[src/shared/srfl_pkg.sv]
// Shared constants, state type and divider arithmetic for the serial unit.
// Assumes a single bus clock domain; imported by every core module.
package srfl_pkg;
	localparam int unsigned SRFL_DW = 8;
	localparam int unsigned SRFL_CW = 12;
	localparam logic [7:0] SRFL_DATA_RST = 8'h00;
	// Pin idle levels {data in, data out, select, clock}: clock low, the rest high
	localparam logic [3:0] SRFL_SYNC_RST = 4'hE;
	localparam logic [3:0] SRFL_RATE_MAX = 4'h8;
	localparam logic [11:0] SRFL_ONE = 12'h001;
	localparam logic [3:0] SRFL_LAST_EDGE = 4'hF;
	localparam int unsigned SRFL_PIN_SCK = 0;
	localparam int unsigned SRFL_PIN_SS = 1;
	localparam int unsigned SRFL_PIN_MOSI = 2;
	localparam int unsigned SRFL_PIN_MISO = 3;
	localparam int unsigned SRFL_MSB = 7;

	typedef enum logic [0:0] {SRFL_IDLE, SRFL_XFER} srfl_state_t;

	// Half a bit period in bus clocks: (prescale + 1) * 2^rate_sel, with rate_sel capped at 8
	function automatic logic [11:0] srfl_half_div(input logic [2:0] ps, input logic [3:0] rs);
		logic [3:0] r;
		r = (rs > SRFL_RATE_MAX) ? SRFL_RATE_MAX : rs;
		return ({9'h000, ps} + SRFL_ONE) << r;
	endfunction
endpackage

[src/shared/srfl_core_if.sv]
// Internal carrier between the main core, its rate divider and pin synchroniser.
// Assumes one clock; all members are plain levels or one-cycle pulses.
`timescale 1ns/1ns
interface srfl_core_if;
	logic clk_en;
	logic run;
	logic [2:0] prescale_sel;
	logic [3:0] rate_sel;
	logic tick;
	logic [3:0] raw;
	logic [3:0] clean;
	modport core (output clk_en, run, prescale_sel, rate_sel, raw, input tick, clean);
	modport baud (input clk_en, run, prescale_sel, rate_sel, output tick);
	modport sync (input clk_en, raw, output clean);
endinterface

[src/core/srfl_baud.sv]
// Bit-rate divider: one tick per half bit period while run is high.
// Assumes run drops whenever no master transfer is moving.
`timescale 1ns/1ns
module srfl_baud import srfl_pkg::*; (
	input wire logic i_clk,
	input wire logic i_rst_n,
	srfl_core_if.baud bus
);
	logic [SRFL_CW-1:0] cnt_q;
	logic tick_q;
	logic [SRFL_CW-1:0] half;

	assign half = srfl_half_div(bus.prescale_sel, bus.rate_sel);
	assign bus.tick = tick_q;

	always_ff @(posedge i_clk or negedge i_rst_n) begin
		if (!i_rst_n) begin
			cnt_q <= '0;
			tick_q <= 1'b0;
		end else if (bus.clk_en) begin
			if (!bus.run) begin
				cnt_q <= '0;
				tick_q <= 1'b0;
			end else if (cnt_q >= half - SRFL_ONE) begin
				cnt_q <= '0;
				tick_q <= 1'b1;
			end else begin
				cnt_q <= cnt_q + SRFL_ONE;
				tick_q <= 1'b0;
			end
		end
	end
endmodule

[src/core/srfl_sync.sv]
// Three-stage synchroniser for the four serial pins.
// A new level is taken only once stages two and three agree.
`timescale 1ns/1ns
module srfl_sync import srfl_pkg::*; (
	input wire logic i_clk,
	input wire logic i_rst_n,
	srfl_core_if.sync bus
);
	logic [3:0] s1_q;
	logic [3:0] s2_q;
	logic [3:0] s3_q;
	logic [3:0] clean_q;

	assign bus.clean = clean_q;

	always_ff @(posedge i_clk or negedge i_rst_n) begin
		if (!i_rst_n) begin
			s1_q <= SRFL_SYNC_RST;
			s2_q <= SRFL_SYNC_RST;
			s3_q <= SRFL_SYNC_RST;
			clean_q <= SRFL_SYNC_RST;
		end else if (bus.clk_en) begin
			s1_q <= bus.raw;
			s2_q <= s1_q;
			s3_q <= s2_q;
			for (int i = 0; i < 4; i++) begin
				if (s2_q[i] == s3_q[i]) begin
					clean_q[i] <= s3_q[i];
				end
			end
		end
	end
endmodule

[src/core/srfl_top.sv]
// Serial unit core: rate divider control, auto select, single-wire pins,
// mode fault, low-power behaviour. Control bits arrive as plain levels.
// Assumes software strobes are one-cycle pulses on the bus clock.
`timescale 1ns/1ns
module srfl_top import srfl_pkg::*; (
	input wire logic I_CLK_SYS,
	input wire logic I_RST_N,
	input wire logic I_CLK_EN,
	input wire logic I_SYSTEM_ENABLE,
	input wire logic I_MASTER_SEL,
	input wire logic I_SEL_OUT_EN,
	input wire logic I_FAULT_DETECT_EN,
	input wire logic I_SINGLE_WIRE_SEL,
	input wire logic I_SHARED_PIN_OUT_EN,
	input wire logic I_STOP_IN_WAIT,
	input wire logic I_RX_FAULT_IRQ_EN,
	input wire logic [2:0] I_PRESCALE_SEL,
	input wire logic [3:0] I_RATE_SEL,
	input wire logic I_WAIT_MODE,
	input wire logic I_STOP_MODE,
	input wire logic I_DEEP_STOP,
	input wire logic I_DATA_WR,
	input wire logic [7:0] I_DATA_WDATA,
	input wire logic I_DATA_RD,
	input wire logic I_STATUS_RD,
	input wire logic I_CTRL1_WR,
	input wire logic I_SCK,
	input wire logic I_SS_N,
	input wire logic I_MOSI,
	input wire logic I_MISO,
	output logic O_SCK,
	output logic O_SCK_OE,
	output logic O_SS_N,
	output logic O_SS_OE,
	output logic O_MOSI,
	output logic O_MOSI_OE,
	output logic O_MISO,
	output logic O_MISO_OE,
	output logic [7:0] O_DATA_REG,
	output logic O_RX_FULL_FLAG,
	output logic O_FAULT_FLAG,
	output logic O_MASTER_ACTIVE,
	output logic O_BUSY,
	output logic O_IRQ
);
	srfl_core_if cif ();

	srfl_state_t state_q;
	logic [3:0] edge_q;
	logic [7:0] shift_q;
	logic sample_q;
	logic sck_q;
	logic sck_p_q;
	logic [7:0] data_q;
	logic rx_full_q;
	logic pend_q;
	logic [7:0] pend_data_q;
	logic fault_q;
	logic armed_q;
	logic oe_block_q;
	logic o_sck_oe_q, o_ss_n_q, o_ss_oe_q, o_mosi_q, o_mosi_oe_q;
	logic o_miso_q, o_miso_oe_q, o_mst_q, o_busy_q, o_irq_q;

	logic sck_s, ss_n_s, mosi_s, miso_s;
	logic eff_master, auto_ss, detect, fault_set, lowp, busy;
	logic rise, fall, din, oe_ok, abort, done, mtick;
	logic [7:0] rx_byte;

	assign cif.clk_en = I_CLK_EN;
	assign cif.prescale_sel = I_PRESCALE_SEL;
	assign cif.rate_sel = I_RATE_SEL;
	assign cif.raw = {I_MISO, I_MOSI, I_SS_N, I_SCK};
	assign sck_s = cif.clean[SRFL_PIN_SCK];
	assign ss_n_s = cif.clean[SRFL_PIN_SS];
	assign mosi_s = cif.clean[SRFL_PIN_MOSI];
	assign miso_s = cif.clean[SRFL_PIN_MISO];

	srfl_baud u_baud (
		.i_clk(I_CLK_SYS),
		.i_rst_n(I_RST_N),
		.bus(cif.baud)
	);

	srfl_sync u_sync (
		.i_clk(I_CLK_SYS),
		.i_rst_n(I_RST_N),
		.bus(cif.sync)
	);

	assign eff_master = I_MASTER_SEL && !fault_q;
	assign auto_ss = eff_master && I_SEL_OUT_EN && I_FAULT_DETECT_EN;
	assign detect = eff_master && I_FAULT_DETECT_EN && !I_SEL_OUT_EN && I_SYSTEM_ENABLE;
	assign fault_set = detect && !ss_n_s;
	assign lowp = I_STOP_MODE || (I_WAIT_MODE && I_STOP_IN_WAIT);
	assign busy = (state_q == SRFL_XFER);
	// divider runs for an unpaused master transfer
	assign cif.run = eff_master && busy && !lowp && I_SYSTEM_ENABLE;
	// a tick already issued must not land once the pause starts
	assign mtick = cif.tick && cif.run;
	// slave edges follow the external clock regardless of low power
	assign rise = eff_master ? (mtick && !edge_q[0]) : (sck_s && !sck_p_q);
	assign fall = eff_master ? (mtick && edge_q[0]) : (!sck_s && sck_p_q);
	// Limitation: pin synchroniser needs master half periods of five clocks or more
	// shared pin also feeds the shifter
	assign din = eff_master ? (I_SINGLE_WIRE_SEL ? mosi_s : miso_s) : (I_SINGLE_WIRE_SEL ? miso_s : mosi_s);
	// blocked out-enable after a single-wire fault
	assign oe_ok = I_SHARED_PIN_OUT_EN && !oe_block_q;
	assign abort = fault_set || fault_q || !I_SYSTEM_ENABLE || (!eff_master && ss_n_s);
	assign done = busy && !abort && fall && (edge_q == SRFL_LAST_EDGE);
	assign rx_byte = {shift_q[SRFL_MSB-1:0], sample_q};

	// Transfer sequencing and shifter
	always_ff @(posedge I_CLK_SYS or negedge I_RST_N) begin
		if (!I_RST_N) begin
			state_q <= SRFL_IDLE;
			edge_q <= '0;
			shift_q <= SRFL_DATA_RST;
			sample_q <= 1'b0;
			sck_q <= 1'b0;
			sck_p_q <= SRFL_SYNC_RST[SRFL_PIN_SCK];
		end else if (I_DEEP_STOP) begin
			state_q <= SRFL_IDLE;
			edge_q <= '0;
			shift_q <= SRFL_DATA_RST;
			sample_q <= 1'b0;
			sck_q <= 1'b0;
			sck_p_q <= sck_s;
		end else if (I_CLK_EN) begin
			sck_p_q <= sck_s;
			if (abort) begin
				state_q <= SRFL_IDLE;
				edge_q <= '0;
				sck_q <= 1'b0;
				if (I_DATA_WR && !eff_master) begin
					shift_q <= I_DATA_WDATA;
				end
			end else if (!busy) begin
				sck_q <= 1'b0;
				if (I_DATA_WR) begin
					shift_q <= I_DATA_WDATA;
				end
				// Master starts on a data write, slave when selected
				if (!eff_master || I_DATA_WR) begin
					state_q <= SRFL_XFER;
					edge_q <= '0;
				end
			end else begin
				if (rise || fall) begin
					edge_q <= edge_q + 4'h1;
				end
				if (eff_master && mtick) begin
					sck_q <= !sck_q;
				end
				if (rise) begin
					sample_q <= din;
				end
				// slave keeps resending its current contents
				if (fall) begin
					shift_q <= rx_byte;
				end
				if (done && eff_master) begin
					state_q <= SRFL_IDLE;
				end
			end
		end
	end

	// Received data, receive flag, deferred delivery
	always_ff @(posedge I_CLK_SYS or negedge I_RST_N) begin
		if (!I_RST_N) begin
			data_q <= SRFL_DATA_RST;
			rx_full_q <= 1'b0;
			pend_q <= 1'b0;
			pend_data_q <= SRFL_DATA_RST;
		end else if (I_DEEP_STOP) begin
			data_q <= SRFL_DATA_RST;
			rx_full_q <= 1'b0;
			pend_q <= 1'b0;
			pend_data_q <= SRFL_DATA_RST;
		end else if (I_CLK_EN) begin
			if (I_DATA_RD) begin
				rx_full_q <= 1'b0;
			end
			// slave in low power holds the byte until exit
			if (done && lowp && !eff_master) begin
				pend_q <= 1'b1;
				pend_data_q <= rx_byte;
			end else if (pend_q && !lowp) begin
				pend_q <= 1'b0;
				if (!rx_full_q || I_DATA_RD) begin
					data_q <= pend_data_q;
				end
				rx_full_q <= 1'b1;
			end else if (done) begin
				// Unserviced byte is dropped, flag set still wins over read
				if (!rx_full_q || I_DATA_RD) begin
					data_q <= rx_byte;
				end
				rx_full_q <= 1'b1;
			end
		end
	end

	// Mode fault flag and its two-step clear
	always_ff @(posedge I_CLK_SYS or negedge I_RST_N) begin
		if (!I_RST_N) begin
			fault_q <= 1'b0;
			armed_q <= 1'b0;
			oe_block_q <= 1'b0;
		end else if (I_DEEP_STOP) begin
			fault_q <= 1'b0;
			armed_q <= 1'b0;
			oe_block_q <= 1'b0;
		end else if (I_CLK_EN) begin
			// read with flag set arms, control write clears; a new fault wins
			if (fault_set) begin
				fault_q <= 1'b1;
			end else if (armed_q && I_CTRL1_WR) begin
				fault_q <= 1'b0;
			end
			if (I_CTRL1_WR || !fault_q) begin
				armed_q <= 1'b0;
			end else if (I_STATUS_RD) begin
				armed_q <= 1'b1;
			end
			// stays blocked until software drops the enable
			if (fault_set && I_SINGLE_WIRE_SEL) begin
				oe_block_q <= 1'b1;
			end else if (!I_SHARED_PIN_OUT_EN) begin
				oe_block_q <= 1'b0;
			end
		end
	end

	// Registered pin drivers and status outputs
	always_ff @(posedge I_CLK_SYS or negedge I_RST_N) begin
		if (!I_RST_N) begin
			o_sck_oe_q <= 1'b0;
			o_ss_n_q <= 1'b1;
			o_ss_oe_q <= 1'b0;
			o_mosi_q <= 1'b0;
			o_mosi_oe_q <= 1'b0;
			o_miso_q <= 1'b0;
			o_miso_oe_q <= 1'b0;
			o_mst_q <= 1'b0;
			o_busy_q <= 1'b0;
			o_irq_q <= 1'b0;
		end else if (I_DEEP_STOP) begin
			o_sck_oe_q <= 1'b0;
			o_ss_n_q <= 1'b1;
			o_ss_oe_q <= 1'b0;
			o_mosi_q <= 1'b0;
			o_mosi_oe_q <= 1'b0;
			o_miso_q <= 1'b0;
			o_miso_oe_q <= 1'b0;
			o_mst_q <= 1'b0;
			o_busy_q <= 1'b0;
			o_irq_q <= 1'b0;
		end else if (I_CLK_EN) begin
			// clock driven only by an active master
			o_sck_oe_q <= eff_master && I_SYSTEM_ENABLE;
			o_ss_n_q <= !busy;
			o_ss_oe_q <= auto_ss && I_SYSTEM_ENABLE;
			o_mosi_q <= shift_q[SRFL_MSB];
			o_miso_q <= shift_q[SRFL_MSB];
			o_mosi_oe_q <= I_SYSTEM_ENABLE && eff_master && (!I_SINGLE_WIRE_SEL || oe_ok);
			o_miso_oe_q <= I_SYSTEM_ENABLE && !I_MASTER_SEL && !fault_q && !ss_n_s
				&& (!I_SINGLE_WIRE_SEL || oe_ok);
			o_mst_q <= eff_master;
			o_busy_q <= busy;
			o_irq_q <= I_SYSTEM_ENABLE && I_RX_FAULT_IRQ_EN && (rx_full_q || fault_q);
		end
	end

	assign O_SCK = sck_q;
	assign O_SCK_OE = o_sck_oe_q;
	assign O_SS_N = o_ss_n_q;
	assign O_SS_OE = o_ss_oe_q;
	assign O_MOSI = o_mosi_q;
	assign O_MOSI_OE = o_mosi_oe_q;
	assign O_MISO = o_miso_q;
	assign O_MISO_OE = o_miso_oe_q;
	assign O_DATA_REG = data_q;
	assign O_RX_FULL_FLAG = rx_full_q;
	assign O_FAULT_FLAG = fault_q;
	assign O_MASTER_ACTIVE = o_mst_q;
	assign O_BUSY = o_busy_q;
	assign O_IRQ = o_irq_q;
endmodule

[config.mk]
export PLATFORM = sky130hd
export DESIGN_NAME = srfl_top
export DESIGN_NICKNAME = d
export VERILOG_FILES = /design/src/shared/srfl_pkg.sv /design/src/shared/srfl_core_if.sv /design/src/core/srfl_baud.sv /design/src/core/srfl_sync.sv /design/src/core/srfl_top.sv
export SDC_FILE = /design/constraint.sdc
export NUM_CORES = 1
export LEC_CHECK = 0
export ABC_CLOCK_PERIOD_IN_PS = 2800
export BUFFER_PORTS_ARGS = -buffer_cell sky130_fd_sc_hd__buf_2
export CAP_MARGIN = 10
export CORE_MARGIN = 4
export CORE_UTILIZATION = 45
export CTS_CLUSTER_SIZE = 20
export DETAILED_ROUTE_END_ITERATION = 10
export GPL_TIMING_DRIVEN = 0
export SYNTH_ARGS = -nofsm -noshare
export SYNTH_HDL_FRONTEND = slang
export SYNTH_SLANG_ARGS = --single-unit
[constraint.sdc]
create_clock -name I_CLK_SYS -period 2.8 [get_ports I_CLK_SYS]
set_input_delay 0.56 -clock I_CLK_SYS [delete_from_list [all_inputs] [get_ports I_CLK_SYS]]
set_output_delay 0.56 -clock I_CLK_SYS [all_outputs]
set_load 0.02 [all_outputs]
* Word-level counts from Yosys, hierarchy flattened
Index checks and enable logic that the tools add are counted.
** Storage, ports and cells
- Flip-flop bits (word level) :: 75
- Input port bits :: 37
- Output and inout port bits :: 21
** Operators by class
- Add/sub/neg operators :: 4
- Order comparisons :: 2
- Equal/unequal tests :: 12
- Shift operators :: 1
- Multiplexer cells :: 91
- Reductions and logical operators :: 89
** Operators by type and width (number)
- two-way mux 8 bit :: 17
- two-way mux 1 bit :: 65
- logical AND 1 bit :: 38
- two-way mux 4 bit :: 7
- two-way mux 12 bit :: 2
- AND reduction 2 bit :: 10
- zero test 1 bit :: 16
- adder 12 x 1 -> 12 bit, second input constant :: 1
- >= comparator 12 bit :: 1
- inequality test 4 x 2 -> 1 bit, second input constant :: 3
- AND reduction 4 bit :: 3
- nonzero test 3 bit :: 4
- left shift 12 x 4 -> 12 bit :: 1
- subtractor 12 x 1 -> 12 bit, second input constant :: 1
- logical OR 1 bit :: 10
- nonzero test 2 bit :: 5
- nonzero test 4 bit :: 2
- adder 3 x 1 -> 4 bit, second input constant :: 1
- adder 4 x 1 -> 4 bit, second input constant :: 1
- == test 1 bit :: 4
- == test 4 bit, second input constant :: 1
- > comparator 4 bit, second input constant :: 1
- inequality test 2 bit, second input constant :: 2
- inequality test 3 x 1 -> 1 bit, second input constant :: 1
- other kinds (2) :: 2

* Longest topological paths before layout
- Word-level depth :: 19
- Depth in mapped cells :: 18
- Mapped depth without buffers :: 16

* By module
A second synthesis with hierarchy kept.
** Second synthesis, totals
- Cells, all modules :: 463
- Area total of the unflattened synthesis :: 4590.7 um^2
** Modules (own cells, without submodules)
- srfl_top :: instances 1, cells an instance 225, area each 2429.8 um^2, sequential area each 1152.4 um^2
- srfl_baud :: instances 1, cells an instance 192, area each 1503.9 um^2, sequential area each 325.3 um^2
- srfl_sync :: instances 1, cells an instance 46, area each 656.9 um^2, sequential area each 415.4 um^2

* Least setup slack after synthesis
Ideal clock, no wire load.
- Path type :: input to register
- From :: input port I_PRESCALE_SEL[0]
- To :: register u_baud.cnt_q[3]
- Library setup time :: 0.066 ns
- Arrival :: 3.710 ns
- Data required time :: 2.734 ns
- Path slack :: -0.976 ns
- Stages on the path :: 16
- Path through :: ha_1 -> xor2_1 -> mux2_4 -> a221oi_1 -> nor2b_1 -> nand4_1 -> xnor2_1 -> ha_1 -> a211o_1 -> a21oi_1 -> nand2b_1 -> a221oi_1 -> o21ai_1 -> clkbuf_1 -> o21ai_0 -> a22o_1
** Between the ends
- Longest elaborated chain between the ends :: 6
** Ends and longest elaborated chain
- from (decl) :: line srfl_top.sv:17 : input wire logic [2:0] I_PRESCALE_SEL,
- adder 3 x 1 -> 4 bit :: line srfl_pkg.sv:24 : return ({9'h000, ps} + SRFL_ONE) << r;
- left shift 12 x 4 -> 12 bit :: line srfl_pkg.sv:24
- subtractor 12 x 1 -> 12 bit :: line srfl_baud.sv:24 : end else if (cnt_q >= half - SRFL_ONE) begin
- >= comparator 12 bit :: line srfl_baud.sv:24
- two-way mux 12 bit :: line srfl_baud.sv:24
- two-way mux 12 bit :: line srfl_baud.sv:21 : if (!bus.run) begin
- to (signal assigned) :: line srfl_baud.sv:28 : cnt_q <= cnt_q + SRFL_ONE;
- to (decl) :: line srfl_baud.sv:9 : logic [SRFL_CW-1:0] cnt_q;
No other way between the ends.
A chain may end at the register's enable or synchronous reset.

* Worst setup path in the final report
- From :: input port I_PRESCALE_SEL[1]
- To :: register u_baud.cnt_q[0]
The elaborated chain is that of the path after synthesis.

==> metrics.txt <==
outcome finished, violations left; failing checks negative setup slack; core area 9684 um^2; Synth top area share 34.90%; Clock Tree Root clkbuf_8; Final Max Slew Viols 0; DP HPWL 8060 um; per-cell routed wire length 16.32 um; Hold Crit Class input port to async pin; Initial DRT Pass Iterations 4; crit path capture type flop; CTS tree done; Final Hold Fails 0; Startpoint Class input port; cell accounting for the most synthesized area dfrtp_1; CTS clk-pin slew, worst paths 90 ps; DRC Markers 0; Adder-Cell Fraction of Synth Area 4.503%; cts bufs inserted 9; Worst-Skew Late Latency 350 ps; Max-slew headroom 51.75%; Crit path required time 3090 ps; most frequent cells in the layout dfrtp_1, buf_2, nor2_1; die width 107.4 um; fin cells 682; fin crit period 3493 ps; EDFF count, synth 0; Pwr per Cell Area 466.4 nW/um^2; Mapped Area 4446 um^2; Vias per Instance 5.578; I/O pin total 58; number of global-route vias before repair 3,756; combinational share of power 19.8%; Yosys reg bits 75; syn avg cell area 9.560 um^2; port bufs 54; gr ovfl total 0; Mapped Cells 465; sequential-to-total area share from yosys stat 42.58%; largest net degree at the start of global routing 43; first-pass GRT wire length 18,390 um; Max VDD drop 0.2816 mV; reported net switching power 0.7754 mW; unrepaired setup endpoints after global routing yes; Int Pwr 1.743 mW; sequential share of power 49.3%; XOR/XNOR share of the synthesized area 2.561%; post-synthesis mux area share 9.513%; max-cap violations 0; layout cells sized above 1 28.96%; overall via count from detail_route 3,804; CTS H-tree lvls 3; post-route ant nets 0; CP max FO 5; count of cell types in the netlist 61; fin nets 597; antenna violations before repair 0; Post-Route WL 11,130 um; CTS Buffer Depth 2; placed cells 653; Cell Rows 36; ANT cells 0; Top FF cell, synth dfrtp_1; Worst-Margin Slew 723.7 ps; Sink Count 75; Clk pwr share 30.9%; area of the die 11,530 um^2; dpl ws -1159 ps; Pleak 2.677 nW; YS warnings 0; Post-Synth Simple-Gate Area 18.15%; synthesized netlist net count 518; crit path DAT 3780 ps; GPL Wtd Cong 0.8461; FMAX 286.3 MHz; final worst setup slack -693.4 ps; initial core utilization 45.90%; fraction of the mapped netlist area in compound gates 18.80%; GRT Overall Usage 19.90%; Fin Setup TNS -8384 ps; largest family of logic cells by synthesized area compound AO/OA/AOI/OAI gates; commonest non-fill, non-tap cell in the layout dfrtp_1; Max Clock Skew 16.55 ps; area delta synth->final 21.45%; Switching Share 30.79%; WS Path Type input port to flop; top cells by area, synth dfrtp_1, dfstp_2, mux2i_1; Die Y 107.4 um; Setup violations, final 13; Iter 0 DRT Violations 169; Fill cells 874; ys async rst share 100.0%; Tcrit/Tclk final 124.8%
## synth_stat cells (all sizes together), types with 2 or more instances
cell type	count
a211o	3
a211oi	9
a21o	6
a21oi	23
a221oi	3
a22o	11
a22oi	3
a31o	8
a31oi	4
a32o	2
and2b	2
and3	11
and4	2
buf	7
clkbuf	17
dfrtp	62
dfstp	13
ha	16
inv	17
mux2	12
mux2i	28
nand2	34
nand2b	8
nand3	11
nand4	5
nor2	40
nor2b	11
nor3	19
nor3b	3
nor4	2
o2111ai	2
o211ai	3
o21ai	38
o2bb2ai	2
or2	2
or4	2
xnor2	8
xor2	5
## per-layer routing
metal  wire length (um)  up-vias  GRT usage (%)
met3                619       10          4.679
met1               5006     1822          26.51
met2               5404      111          33.02
met4                 98        0          4.509
met5                  0        -              0
li1                   -     1861              -
## what timing repair did
action / CTS / global route
pin swaps: 12 / 3
setup endpoints to repair: 13 / 13
buffers inserted: 6 / 5
gates cloned: 2 / 0
gates resized for setup: 27 / 8
hold buffers: 0 / 0
## kinds of logic after synthesis
family                     count (synthesis)
buffers and inverters                     42
AOI/OAI and AO/OA                        122
DFF                                       75
and+or+nand+nor                          157
muxes                                     40
xor gates and xnor gates                  13
adders and majority gates                 16
## worst paths after layout
path,from,to,slack [ps],cells past startpoint
max in group asynchronous,I_RST_N,O_SS_N$_DFFE_PN1N_,1990,2
worst max register to register,u_sync.bus.clean[1]$_DFFE_PN1P_,O_DATA_REG[7]$_DFFE_PN0P_,290,8
worst max-delay path,I_PRESCALE_SEL[1],u_baud.cnt_q[0]$_DFFE_PN0P_,-690,18
min in group I_CLK_SYS,I_SCK,u_sync.s1_q[0]$_DFFE_PN0P_,440,2
worst min register to register,O_SCK_OE$_DFFE_PN0N_,O_SCK_OE$_DFFE_PN0N_,480,1
worst min-delay path,I_RST_N,u_baud.bus.tick$_DFFE_PN0P_,160,1
## area by class of cell
class / count / area [um^2] / share of cell area [%]
Sequential cell: 75 / 1893 / 35.06
Multi-Input combinational cell: 349 / 2547 / 47.18
Clock inverter: 6 / 46.29 / 0.8575
Timing Repair Buffer: 67 / 417.9 / 7.740
Inverter: 18 / 67.56 / 1.251
Clock buffer: 10 / 137.6 / 2.549
Buffer: 24 / 122.6 / 2.271
Tap cell: 133 / 166.4 / 3.082
## through the flow
stage,cell area [um^2],power (mW),hold WS [ps],util (%)
5_1_grt,5399,2.656,161.7,55.75
4_1_cts,5338,2.534,151.3,55.12
6_report,5399,2.518,155.7,55.75
3_3_place_gp,4952,1.698,466.5,51.14
3_5_place_dp,4975,1.715,464.8,51.37
2_1_floorplan,4516,1.557,264.4,-
## critical path, stage by stage
cell and delay, ps:
buf_8 100, ha_4 170, xor2_4 160, mux2_4 310, mux2_4 300, nand2_4 90, nor3b_4 200, nand3_1 110
xnor2_1 160, ha_2 190, a211o_1 300, a21oi_2 130, nand2b_1 110, a221oi_4 270, o21ai_4 130, buf_12 160
nor2_4 140, mux2_2 180
## sequential cells by signal (all words and copies together), names as in the netlist, 4 cells and up
signal            count
u_sync.s1_q           4
u_baud.cnt_q         12
u_sync.s2_q           4
shift_q               8
pend_data_q           8
O_DATA_REG            8
u_sync.bus.clean      4
u_sync.s3_q           4
edge_q                4
## power by group through the flow
| stage | registers [mW] | logic [mW] | clock network (mW) |
|---|---|---|---|
| after floorplan | 1.24 | 0.313 | 0 |
| after global placement | 1.26 | 0.441 | 0 |
| after detailed placement | 1.26 | 0.456 | 0 |
| after CTS | 1.24 | 0.489 | 0.806 |
| after global routing | 1.25 | 0.557 | 0.850 |
| final | 1.24 | 0.500 | 0.778 |
(Power assumes the default switching activity.)
